<file path="src/hdl/bwd_board_defs.vh">
// Constants for the board watchdog, reset and boot control block
`ifndef BWD_BOARD_DEFS_VH
`define BWD_BOARD_DEFS_VH

// Clock rate
`define BWD_CLK_HZ        32'd20000000
`define BWD_CLK_KHZ       (`BWD_CLK_HZ / 32'd1000)

// Times in their own units
`define BWD_PRESS_S       32'd3
`define BWD_BOOT_WD_S     32'd8
`define BWD_OS_WD_S       32'd108
`define BWD_HRST_MS       32'd200

// Derived cycle counts
`define BWD_PRESS_CYC     (`BWD_PRESS_S * `BWD_CLK_HZ)
`define BWD_BOOT_WD_CYC   (`BWD_BOOT_WD_S * `BWD_CLK_HZ)
`define BWD_OS_WD_CYC     (`BWD_OS_WD_S * `BWD_CLK_HZ)
`define BWD_HRST_CYC      (`BWD_HRST_MS * `BWD_CLK_KHZ)

// Command codes written by the host
`define BWD_CODE_BOOT     16'heea1
`define BWD_CODE_OS       16'hbbc2

// Cycles after reset before the boot strap is caught
`define BWD_SETTLE_CYC    2'd3

// Geographic address field: bit 5 parity, bits 4:0 address
`define BWD_GAP_BIT       5
`define BWD_GA_W          6
`define BWD_SER_W         5

// Reset values
`define BWD_CNT_RST       32'h00000000
`define BWD_GA_RST        6'h00
// Synchroniser idle levels: button and both chip selects high
`define BWD_PIN_IDLE      30'h00000203

`endif

</file>
<file path="src/hdl/bwd_board_ctrl.v">
// Board watchdogs, panel button, boot flash fail-over and switch decode
`timescale 1ns/1ns
`include "bwd_board_defs.vh"
module bwd_board_ctrl #(
   parameter [31:0] PRESS_CYC = `BWD_PRESS_CYC,  // Button long-press count
   parameter [31:0] BOOT_WD_CYC = `BWD_BOOT_WD_CYC, // Boot watchdog period
   parameter [31:0] OS_WD_CYC   = `BWD_OS_WD_CYC,   // OS watchdog period
   parameter [31:0] HRST_CYC  = `BWD_HRST_CYC    // Reset pulse length
) (
   input  wire                   ref_clk,         // Block clock
   input  wire                   reset,           // Synchronous reset
   input  wire                   wdEnableSw,      // Watchdog enable switch
   input  wire                   consoleRearSw,   // Console routing switch
   input  wire [3:0]             rearDiffSw,      // Rear port line mode
   input  wire                   frontDiffSw,     // Front console line mode
   input  wire                   fabricPcieSw,    // Backplane fabric switch
   input  wire                   portBInvertSw,   // Port B opposite switch
   input  wire                   flashWpSw,       // Flash write protect
   input  wire [`BWD_GA_W-1:0]   geoAddrSw,       // Address switches, on=1
   input  wire                   endpointSw,      // Endpoint switch
   input  wire                   autoRoleSw,      // Manual role when on
   input  wire                   manualRoleSel,   // Non-controller when on
   input  wire                   bootAltSw,       // Boot flash strap
   input  wire                   panelButton_n,   // Panel button, low=pressed
   input  wire                   slotOneDetect,   // Auto role detect
   input  wire [`BWD_GA_W-1:0]   geoAddrIn,       // Address pin levels
   input  wire                   cmdWrite,        // Command write strobe
   input  wire [15:0]            cmdData,         // Command code
   input  wire                   procCs0_n,       // Processor boot select
   input  wire                   procCs1_n,       // Processor second select
   output reg                    consoleToRear_r, // Console to rear
   output reg  [`BWD_SER_W-1:0]  serialDiff_r,    // Line mode, bit 4 front
   output reg                    portAPcie_r,     // Port A fabric
   output reg                    portBPcie_r,     // Port B fabric
   output reg                    flashWp_r,       // Flash write protect
   output reg  [`BWD_GA_W-1:0]   geoAddrOut_r,    // Address pin drive level
   output reg  [`BWD_GA_W-1:0]   geoAddrOe_r,     // Address pin enable
   output reg  [`BWD_GA_W-1:0]   geoAddrSeen_r,   // Address pin state
   output reg                    fabricEndpoint_r,// Endpoint configuration
   output reg                    sysCtrlRole_r,   // System controller role
   output reg                    flash0Cs_n_r,    // Flash 0 chip select
   output reg                    flash1Cs_n_r,    // Flash 1 chip select
   output reg                    bootFromAlt_r,   // Flash 1 is boot device
   output reg                    abortIrq_r,      // Abort interrupt pulse
   output reg                    hardReset_r,     // Board hard reset
   output reg                    sysReset_r,      // Backplane reset
   output reg                    porRequest_r,    // Power-on reset request
   output reg                    bootWdActive_r,  // Boot watchdog running
   output reg                    osWdActive_r     // OS watchdog armed
);

   localparam SYNC_W = 30;

   localparam [1:0] ST_BOOT = 2'd0;
   localparam [1:0] ST_OS   = 2'd1;
   localparam [1:0] ST_IDLE = 2'd2;
   localparam [1:0] ST_RST  = 2'd3;

   function isCode;
      input [15:0] data;
      input [15:0] code;
      begin
         isCode = (data == code);
      end
   endfunction

   // Pin synchronisation
   wire [SYNC_W-1:0] pinRaw;
   wire [SYNC_W-1:0] pinSync;
   wire [SYNC_W-1:0] pinIdle;

   assign pinRaw = {wdEnableSw, consoleRearSw, rearDiffSw, frontDiffSw,
                    fabricPcieSw, portBInvertSw, flashWpSw, geoAddrSw,
                    endpointSw, autoRoleSw, manualRoleSel, bootAltSw,
                    panelButton_n, slotOneDetect, geoAddrIn,
                    procCs0_n, procCs1_n};
   // Active-low pins rest high through reset
   assign pinIdle = `BWD_PIN_IDLE;

   bwd_sync #(
      .WIDTH     (SYNC_W)
   ) u_bwd_sync (
      .ref_clk   (ref_clk),
      .reset     (reset),
      .asyncIn   (pinRaw),
      .resetVal  (pinIdle),
      .syncOut_r (pinSync)
   );

   wire                 wdEn      = pinSync[29];
   wire                 consRear  = pinSync[28];
   wire [3:0]           rearDiff  = pinSync[27:24];
   wire                 frontDiff = pinSync[23];
   wire                 fabPcie   = pinSync[22];
   wire                 portBInv  = pinSync[21];
   wire                 wpSw      = pinSync[20];
   wire [`BWD_GA_W-1:0] gaSw      = pinSync[19:14];
   wire                 epSw      = pinSync[13];
   wire                 manRole   = pinSync[12];
   wire                 roleSel   = pinSync[11];
   wire                 altSw     = pinSync[10];
   wire                 btnPress  = ~pinSync[9];
   wire                 slotOne   = pinSync[8];
   wire [`BWD_GA_W-1:0] gaPins    = pinSync[7:2];
   wire                 cs0_n     = pinSync[1];
   wire                 cs1_n     = pinSync[0];

   // Static switch decode
   always @(posedge ref_clk) begin
      if (reset) begin
         consoleToRear_r  <= 1'b0;
         serialDiff_r     <= {`BWD_SER_W{1'b0}};
         portAPcie_r      <= 1'b0;
         portBPcie_r      <= 1'b0;
         flashWp_r        <= 1'b0;
         geoAddrOut_r     <= `BWD_GA_RST;
         geoAddrOe_r      <= `BWD_GA_RST;
         geoAddrSeen_r    <= `BWD_GA_RST;
         fabricEndpoint_r <= 1'b0;
         sysCtrlRole_r    <= 1'b0;
      end else begin
         consoleToRear_r  <= consRear;
         serialDiff_r     <= {frontDiff, rearDiff};
         portAPcie_r      <= fabPcie;
         portBPcie_r      <= fabPcie ^ portBInv;
         flashWp_r        <= wpSw;
         // Switch on pulls the shared line low
         geoAddrOut_r     <= `BWD_GA_RST;
         geoAddrOe_r      <= gaSw;
         geoAddrSeen_r    <= gaPins;
         fabricEndpoint_r <= epSw;
         sysCtrlRole_r    <= manRole ? ~roleSel : slotOne;
      end
   end

   // Boot strap capture after the synchroniser settles
   reg [1:0] settle_r;
   reg       strapDone_r;
   reg       strapAlt_r;
   reg       failedOver_r;
   wire      useAlt = strapAlt_r | failedOver_r;

   always @(posedge ref_clk) begin
      if (reset) begin
         settle_r    <= 2'd0;
         strapDone_r <= 1'b0;
         strapAlt_r  <= 1'b0;
      end else if (!strapDone_r) begin
         settle_r <= settle_r + 2'd1;
         if (settle_r == `BWD_SETTLE_CYC) begin
            strapDone_r <= 1'b1;
            strapAlt_r  <= altSw;
         end
      end
   end

   // Chip select steering
   always @(posedge ref_clk) begin
      if (reset) begin
         flash0Cs_n_r  <= 1'b1;
         flash1Cs_n_r  <= 1'b1;
         bootFromAlt_r <= 1'b0;
      end else if (!strapDone_r) begin
         flash0Cs_n_r  <= 1'b1;
         flash1Cs_n_r  <= 1'b1;
      end else begin
         bootFromAlt_r <= useAlt;
         flash0Cs_n_r  <= useAlt ? cs1_n : cs0_n;
         flash1Cs_n_r  <= useAlt ? cs0_n : cs1_n;
      end
   end

   // Panel button timing
   reg [31:0] pressCnt_r;
   reg        pressLong_r;
   reg        btnPrev_r;
   reg        btnReset_r;

   always @(posedge ref_clk) begin
      if (reset) begin
         pressCnt_r  <= `BWD_CNT_RST;
         pressLong_r <= 1'b0;
         btnPrev_r   <= 1'b0;
         btnReset_r  <= 1'b0;
         abortIrq_r  <= 1'b0;
      end else begin
         btnPrev_r  <= btnPress;
         btnReset_r <= 1'b0;
         abortIrq_r <= 1'b0;
         if (btnPress) begin
            if (!pressLong_r) begin
               if (pressCnt_r == PRESS_CYC) begin
                  pressLong_r <= 1'b1;
                  btnReset_r  <= 1'b1;
               end else begin
                  pressCnt_r <= pressCnt_r + 32'd1;
               end
            end
         end else begin
            pressCnt_r  <= `BWD_CNT_RST;
            pressLong_r <= 1'b0;
            if (btnPrev_r && !pressLong_r) begin
               abortIrq_r <= 1'b1;
            end
         end
      end
   end

   // Watchdog sequencer
   reg [1:0]  state_r;
   reg [1:0]  state_nxt;
   reg [31:0] wdCnt_r;
   reg [31:0] wdCnt_nxt;
   reg        rstPor_r;
   reg        rstPor_nxt;
   reg        failedOver_nxt;

   // Of host writes, only the two exact codes move the sequencer
   wire cmdBoot = cmdWrite && isCode(cmdData, `BWD_CODE_BOOT);
   wire cmdOs   = cmdWrite && isCode(cmdData, `BWD_CODE_OS);

   always @* begin
      state_nxt      = state_r;
      wdCnt_nxt      = wdCnt_r;
      rstPor_nxt     = rstPor_r;
      failedOver_nxt = failedOver_r;
      case (state_r)
         ST_BOOT: begin
            if (!wdEn) begin
               wdCnt_nxt = `BWD_CNT_RST;
            end else begin
               wdCnt_nxt = wdCnt_r + 32'd1;
            end
            if (cmdBoot) begin
               state_nxt = ST_OS;
               wdCnt_nxt = `BWD_CNT_RST;
            end else if (wdEn && wdCnt_r == BOOT_WD_CYC - 32'd1) begin
               state_nxt      = ST_RST;
               rstPor_nxt     = 1'b1;
               failedOver_nxt = 1'b1;
               wdCnt_nxt      = `BWD_CNT_RST;
            end
         end
         ST_OS: begin
            if (!wdEn) begin
               wdCnt_nxt = `BWD_CNT_RST;
            end else begin
               wdCnt_nxt = wdCnt_r + 32'd1;
            end
            if (cmdOs) begin
               state_nxt = ST_IDLE;
               wdCnt_nxt = `BWD_CNT_RST;
            end else if (wdEn && wdCnt_r == OS_WD_CYC - 32'd1) begin
               state_nxt  = ST_RST;
               rstPor_nxt = 1'b0;
               wdCnt_nxt  = `BWD_CNT_RST;
            end
         end
         ST_IDLE: begin
            wdCnt_nxt = `BWD_CNT_RST;
         end
         ST_RST: begin
            if (wdCnt_r == HRST_CYC - 32'd1) begin
               // Board leaves reset, boot watchdog restarts
               state_nxt = ST_BOOT;
               wdCnt_nxt = `BWD_CNT_RST;
            end else begin
               wdCnt_nxt = wdCnt_r + 32'd1;
            end
         end
         default: begin
            state_nxt = ST_BOOT;
            wdCnt_nxt = `BWD_CNT_RST;
         end
      endcase
      // Long press overrides watchdog activity
      if (btnReset_r && state_r != ST_RST) begin
         state_nxt  = ST_RST;
         rstPor_nxt = 1'b0;
         wdCnt_nxt  = `BWD_CNT_RST;
      end
   end

   always @(posedge ref_clk) begin
      if (reset) begin
         state_r      <= ST_BOOT;
         wdCnt_r      <= `BWD_CNT_RST;
         rstPor_r     <= 1'b0;
         failedOver_r <= 1'b0;
      end else begin
         state_r      <= state_nxt;
         wdCnt_r      <= wdCnt_nxt;
         rstPor_r     <= rstPor_nxt;
         failedOver_r <= failedOver_nxt;
      end
   end

   // Reset and status outputs
   always @(posedge ref_clk) begin
      if (reset) begin
         hardReset_r  <= 1'b0;
         sysReset_r   <= 1'b0;
         porRequest_r <= 1'b0;
         bootWdActive_r <= 1'b0;
         osWdActive_r   <= 1'b0;
      end else begin
         hardReset_r  <= (state_r == ST_RST) && !rstPor_r;
         sysReset_r   <= (state_r == ST_RST) && !rstPor_r
                         && sysCtrlRole_r;
         porRequest_r <= (state_r == ST_RST) && rstPor_r;
         bootWdActive_r <= (state_r == ST_BOOT) && wdEn;
         osWdActive_r   <= (state_r == ST_OS) && wdEn;
      end
   end

endmodule

</file>
<file path="src/hdl/bwd_sync.v">
// Two-stage synchroniser for a bus of independent levels
`timescale 1ns/1ns
module bwd_sync #(
   parameter WIDTH = 1
) (
   input  wire             ref_clk,   // Block clock
   input  wire             reset,     // Synchronous reset, active high
   input  wire [WIDTH-1:0] asyncIn,   // Levels from pins
   input  wire [WIDTH-1:0] resetVal,  // Constant idle level per bit
   output reg  [WIDTH-1:0] syncOut_r  // Levels in the clock domain
);

   reg [WIDTH-1:0] stage1_r;

   // First stage is read only by the second
   always @(posedge ref_clk) begin
      if (reset) begin
         // Idle levels so no false edge follows reset
         stage1_r  <= resetVal;
         syncOut_r <= resetVal;
      end else begin
         stage1_r  <= asyncIn;
         syncOut_r <= stage1_r;
      end
   end

endmodule

</file>
<file path="config.mk">
export PLATFORM = sky130hd
export DESIGN_NAME = bwd_board_ctrl
export DESIGN_NICKNAME = d
export VERILOG_FILES = /design/src/hdl/bwd_board_ctrl.v /design/src/hdl/bwd_sync.v
export VERILOG_INCLUDE_DIRS = /design/src /design/src/hdl
export SDC_FILE = /design/constraint.sdc
export NUM_CORES = 1
export LEC_CHECK = 0
export ABC_AREA = 0
export BUFFER_PORTS_ARGS = -buffer_cell sky130_fd_sc_hd__buf_2
export CAP_MARGIN = 20
export CORE_MARGIN = 2
export CORE_UTILIZATION = 61
export DETAILED_ROUTE_END_ITERATION = 8
export HOLD_SLACK_MARGIN = 0.08
export MAX_ROUTING_LAYER = met4
export PLACE_DENSITY = 0.84
export SLEW_MARGIN = 15
export SYNTH_ARGS = -nofsm -noshare
export SYNTH_HDL_FRONTEND = slang
export SYNTH_SLANG_ARGS = --single-unit
</file>
<file path="constraint.sdc">
create_clock -name ref_clk -period 3.7 [get_ports ref_clk]
set_input_delay 0.37 -clock ref_clk [delete_from_list [all_inputs] [get_ports ref_clk]]
set_output_delay 0.37 -clock ref_clk [all_outputs]
set_load 0.01 [all_outputs]
</file>
# Word level (Yosys, flattened, before mapping)
# Cells that the tools add are included.
totals:
  wordCells: 113
  reg_bits: 167
  out_inout_bits: 38
  inputBits: 49
op_classes:
  add_sub_neg: 3
  n_reduce_logical: 26
  bitwise_logic: 8
  n_mux: 27
  eq_ne: 18
op_table:
  columns: ["operator", "count"]
  rows:
  - ["$mux 32", 6]
  - ["$pmux 32 s4", 1]
  - ["$add 32x1->32 const B", 2]
  - ["$eq 16x16->1 const B", 2]
  - ["$eq 32x22->1 const B", 1]
  - ["$eq 32x26->1 const B", 1]
  - ["$eq 32x28->1 const B", 1]
  - ["$eq 32x32->1 const B", 1]
  - ["$mux 1", 12]
  - ["$mux 2", 6]
  - ["$logic_and 1x1->1", 11]
  - ["$ne 2x2->1 const B", 5]
  - ["$ne 4x4->1 const B", 2]
  - ["$reduce_or 2->1", 4]
  - ["$eq 2x2->1 const B", 3]
  - ["$not 1->1", 6]
  - ["$pmux 2 s3", 1]
  - ["$reduce_and 5->1", 1]
  - ["$reduce_and 2->1", 2]
  - ["$reduce_and 4->1", 1]
  - ["$reduce_bool 4->1", 1]
  - ["$ne 3x3->1 const B", 1]
  - ["$reduce_and 3->1", 1]
  - ["$reduce_or 3->1", 1]
  - ["8 further kinds", 9]

# Depth between registers and ports, before layout
depth:
  depth_word: 6
  mapped_depth: 7
  ltp_nobuf: 7

# Hierarchy
# From an unflattened synthesis, not the netlist that was laid out.
hier_totals:
  cells_unflattened: 648
  area_unflattened_um2: 7053.0
by_module_without_submodules:
  columns: ["mod", "seq_area_each_um2", "cells_each", "area_per_inst_um2", "n_inst"]
  rows:
  - ["bwd_board_ctrl", 2142.1, 521, 4819.6, 1]
  - ["bwd_sync", 1201.2, 127, 2233.4, 1]

# Least setup slack after synthesis
# No wires, ideal clock.
synth_timing:
  path_type: "register to register"
  from: "register wdCnt_r[22]"
  to: "register wdCnt_r[0]"
  setup_slack_ps: 1711
  arrival_time_ps: 1863
  t_required_ps: 3574
  n_path_buf: 1
  period_less_slack_ps: 1989
  setup_ps: 126
  path_stages_with_launch: 7
  cell_sequence: "dfxtp_1 or4b_4 nor4_4 and3_2 a2bb2oi_4 buf_6 a211oi_1"
synth_via:
  elab_chain_cells: 5
  elab_cells_between_ends: 11
  cone_classes: "eq/ne (3); mux (6); reduce/logical (2)"
synth_lines:
  columns: ["element", "line", "source"]
  rows:
  - ["start: declaration", "bwd_board_ctrl.v:212", "reg [31:0] wdCnt_r;"]
  - ["start signal: assignment", "bwd_board_ctrl.v:287", "wdCnt_r <= `BWD_CNT_RST;"]
  - ["start signal: assignment", "bwd_board_ctrl.v:292", "wdCnt_r <= wdCnt_nxt;"]
  - ["$eq 32x32->1 or $eq 32x28->1 (tied branches)", "bwd_board_ctrl.v:253, bwd_board_ctrl.v:237", null]
  - ["$logic_and 1x1->1, on equally long branches", "bwd_board_ctrl.v:253, bwd_board_ctrl.v:237", null]
  - ["$mux 32, on equally long branches", "bwd_board_ctrl.v:253, bwd_board_ctrl.v:237", null]
  - ["$mux 32, on equally long branches", "bwd_board_ctrl.v:250, bwd_board_ctrl.v:234", null]
  - ["$pmux 32 s4 (*)", "bwd_board_ctrl.v:227", "case (state_r)"]
# Every way passes the cells marked *; elsewhere a longest branch is shown, timed or not.
# A chain may end at the register's enable or synchronous reset.

# Final worst setup path
layout_timing:
  from: "register wdCnt_r[22]"
  to: "register state_r[1]"
layout_via:
  elab_chain_cells: 4
  elab_cells_between_ends: 9
  cone_classes: "eq/ne (6); reduce/logical (3)"
layout_lines:
  columns: ["element", "line", "source"]
  rows:
  - ["$eq 32x32->1 or $eq 32x28->1 (tied branches)", "bwd_board_ctrl.v:253, bwd_board_ctrl.v:237", null]
  - ["$logic_and 1x1->1, on equally long branches", "bwd_board_ctrl.v:253, bwd_board_ctrl.v:237", null]
  - ["$ne 4x4->1 (no source line)", null, null]
  - ["$reduce_and 4->1 (no source line) (*)", null, null]
  - ["end signal: assignment", "bwd_board_ctrl.v:291", "state_r <= state_nxt;"]
  - ["end: declaration", "bwd_board_ctrl.v:210", "reg [1:0] state_r;"]
# Marks and branches as above.

==> results.yml <==
run_status:
  run_status: "finished, final reports clean"
detailed_routing:
  ant_nets: 0
  wire_per_inst_um: 16.21
  drc_errors: 0
  detailedRoute.firstIterationViolations: 326
  pre_antenna_drt_iters: 4
  routed-via-count: 4927
  post_drt_via_cell_ratio: 5.505
  routed_wire_length_mm: 14.51
floorplanning:
  fp.dieH_um: 106.7
  effective_utilization_at_floorplan_pct: 62.62
  io-pin-count: 87
  die_x_um: 106.7
  rows: 37
  core_area_um2: 10280
  floorplan.die_area_um2: 11390
synth:
  synth-main-ff-cell: "sky130_fd_sc_hd__dfxtp_1"
  synth_seq_cells: 167
  synth-async-reset-ratio_pct: 0
  fraction_of_synthesized_cell_area_taken_by_the_top_area_cell_type_pct: 51.94
  syn_area_um2: 6436
  syn_avg_cell_area_um2: 9.932
  synth.top_cells.by_count: "sky130_fd_sc_hd__dfxtp_1, sky130_fd_sc_hd__nor2b_1, sky130_fd_sc_hd__nor2_1"
  synthesis.yosys.warnings: 0
  synth.most_common_cell: "sky130_fd_sc_hd__dfxtp_1"
  synth.area.top_cells: "sky130_fd_sc_hd__dfxtp_1, sky130_fd_sc_hd__nor2b_1, sky130_fd_sc_hd__xnor2_1"
  number_of_instances_in_the_synthesized_netlist: 648
  seq_area_frac_synth_pct: 51.94
  synth_largest_area_cell: "sky130_fd_sc_hd__dfxtp_1"
  synth.lib_cells_used.distinct: 57
  synth_edf_count: 0
sta:
  timing.final.hold_violations: 0
  final_min_period_over_clock_period_pct: 70.75
  fin_skew_ps: 9.055
  worst_slew_margin_rel_pct: 41.25
  drv_slew: 0
  max_freq_mhz: 382.0
  hold_slack_ps: 80.40
  setup_viol: 0
  worst_pin_slew_ps: 878.1
  total_negative_setup_slack_ps: 0
  setup_repair_after_global_routing_missed_its_margin: "false"
  tmin_final_ps: 2618
job:
  max_cap_viol_count: 0
finish:
  fillers: 660
  area_growth_pct: 20.37
  antennaDiodeCount: 0
  final_nets: 799
  post_route_cells_drive_above_1_share_pct: 18.58
  final_area_um2: 7747
worst_setup_path:
  critical_path_arrival_ps: 3100
  timing.critical_path.fanout_max: 34
  critical_path_start_type: "flip-flop"
  crit_type: "reg -> reg"
  setup.worst_path.end_class: "flip-flop"
  required_ps: 4180
placed_design:
  port_buffers: 80
  routabilityCongestion: 0.8659
  placed_area_um2: 6855
  dp_hpwl_mm: 8.303
power_and_ir_drop:
  max-vdd-ir-drop_mv: 0.3355
  power.share.combinational_pct: 7.8
  switching_share_pct: 25.51
  power_density_over_the_cells_nw_per_um2: 516.3
  leakage_nw: 2.835
  power_frac_clock_pct: 44.9
  seq_power_share_pct: 47.3
  cellInternalPower_w: 0.002979
  power.total_w: 0.004000
  net-switching-power_w: 0.001021
global_routing:
  grt_pass1_wl_mm: 23.42
  all_layer_gr_usage_pct: 26.74
  globalRoute.totalOverflow: 0
  grt_max_degree: 70
  antenna_found_initial: 0
  vias_in_the_first_global_route: 4973
clocking:
  post_cts_resize_count: 0
  clkTransAtPathRegs_ps: 70
  clock_tree.buffer_depth: 2
  post_cts_buffers: 0
  cts-root-buf: "sky130_fd_sc_hd__clkbuf_8"
  cts_inserted_buffers: 17
  cts_tree: "done"
  clkLatencyLatePin_ps: 540
  cts_sinks: 167
  htree_num_levels: 4
  cts_hold_buf: 27
worst_hold_path:
  timing.hold.worst.class: "in -> reg"
[layout by cell type, fill, tap and decap left out, drive strengths merged, types with 3 or more instances in the layout]
master,instances
a21oi,4
nor2b,77
ha,4
nand4,16
nor4b,4
nor4,21
nor2,61
inv,30
xor2,15
nand3,24
or4bb,5
mux2i,4
dfxtp,167
conb,6
or4,4
and4b,4
nand2,26
and4,6
nand4b,3
buf,83
and3,8
clkbuf,17
xnor2,45
clkinv,4
nor3,18
a211oi,33
or2,7
or3,6
dlygate4sd3,28
o21ai,6
[path summary, 6_finish.rpt]
| check | start | end | slack [ps] | depth (start not counted) |
|---|---|---|---|---|
| hold reg to reg | u_bwd_sync.stage1_r[0]$_SDFF_PP1_ | u_bwd_sync.syncOut_r[0]$_SDFF_PP1_ | 410 | 1 |
| setup reg to reg | wdCnt_r[22]$_SDFF_PP0_ | state_r[1]$_SDFFE_PP0P_ | 1080 | 5 |
| setup / recovery | wdCnt_r[22]$_SDFF_PP0_ | state_r[1]$_SDFFE_PP0P_ | 1080 | 5 |
| hold / removal | flashWpSw | u_bwd_sync.stage1_r[20]$_SDFF_PP0_ | 80 | 2 |
[critical path, stage by stage, from the launching register on]
cell	delay (ps)
sky130_fd_sc_hd__dfxtp_1	370
sky130_fd_sc_hd__or4b_4	590
sky130_fd_sc_hd__nor4_4	310
sky130_fd_sc_hd__and3_2	280
sky130_fd_sc_hd__a2bb2oi_4	670
sky130_fd_sc_hd__o221a_2	330
[sequential cells by signal, summed over array words and instances, names as in the netlist, 2 cells and up]
name / count
geoAddrSeen_r: 6
u_bwd_sync.syncOut_r: 30
serialDiff_r: 5
wdCnt_r: 32
state_r: 2
pressCnt_r: 32
settle_r: 2
u_bwd_sync.stage1_r: 30
geoAddrOe_r: 6
[logic make-up (layout without fill, tap and decap cells)]
kind of cell             Yosys count  count (layout)  synth area share, %
adder cells (fa/ha/maj)            4               4               0.7776
buffers and inverters             58             164                4.277
multiplexers                       4               4               0.6221
AND/OR/NAND/NOR                  298             298                27.18
flip-flops                       167             167                51.94
XOR/XNOR                          60              60                8.165
AO/OA/AOI/OAI                     56              56                6.979
other                              1               6              0.05826
[metal layers]
| metal | global-route usage [%] | vias to the layer above | part of all wire, % |
|---|---|---|---|
| met5 | - | - | 0 |
| met4 | 11.87 | 0 | 3.5 |
| met3 | 6.748 | 45 | 4.0 |
| met2 | 47.36 | 142 | 53 |
| met1 | 28.14 | 2332 | 40 |
| li1 | - | 2408 | - |
[power groups by stage]
stage / registers (W) / logic [W] / clock network, W
finish: 0.00189 / 0.000311 / 0.00180
detailed placement: 0.00193 / 0.000277 / 0
global route: 0.00190 / 0.000338 / 0.00190
floorplan: 0.00192 / 0.000246 / 0
CTS: 0.00189 / 0.000306 / 0.00181
global placement: 0.00192 / 0.000263 / 0
[area by class of cell]
type                       instances  area (um^2)  area share, %
sequential                       167         3343          43.15
multi-input combinational        428         2840          36.66
timing repair buffer             111        703.2          9.076
clock buffer                      17        414.1          5.346
clock inverter                    15        197.7          2.552
tap                              136        170.2          2.196
inverter                          21        78.83          1.017
[through the flow]
step	utilization [%]	instances	setup WS [ps]
after floorplan	-	653	1711
after global placement	66.70	835	1057
after detailed placement	66.70	835	985.2
after CTS	75.29	894	1089
after global routing	75.38	895	940.3
final	75.38	895	1082
(Power assumes the default switching activity.)
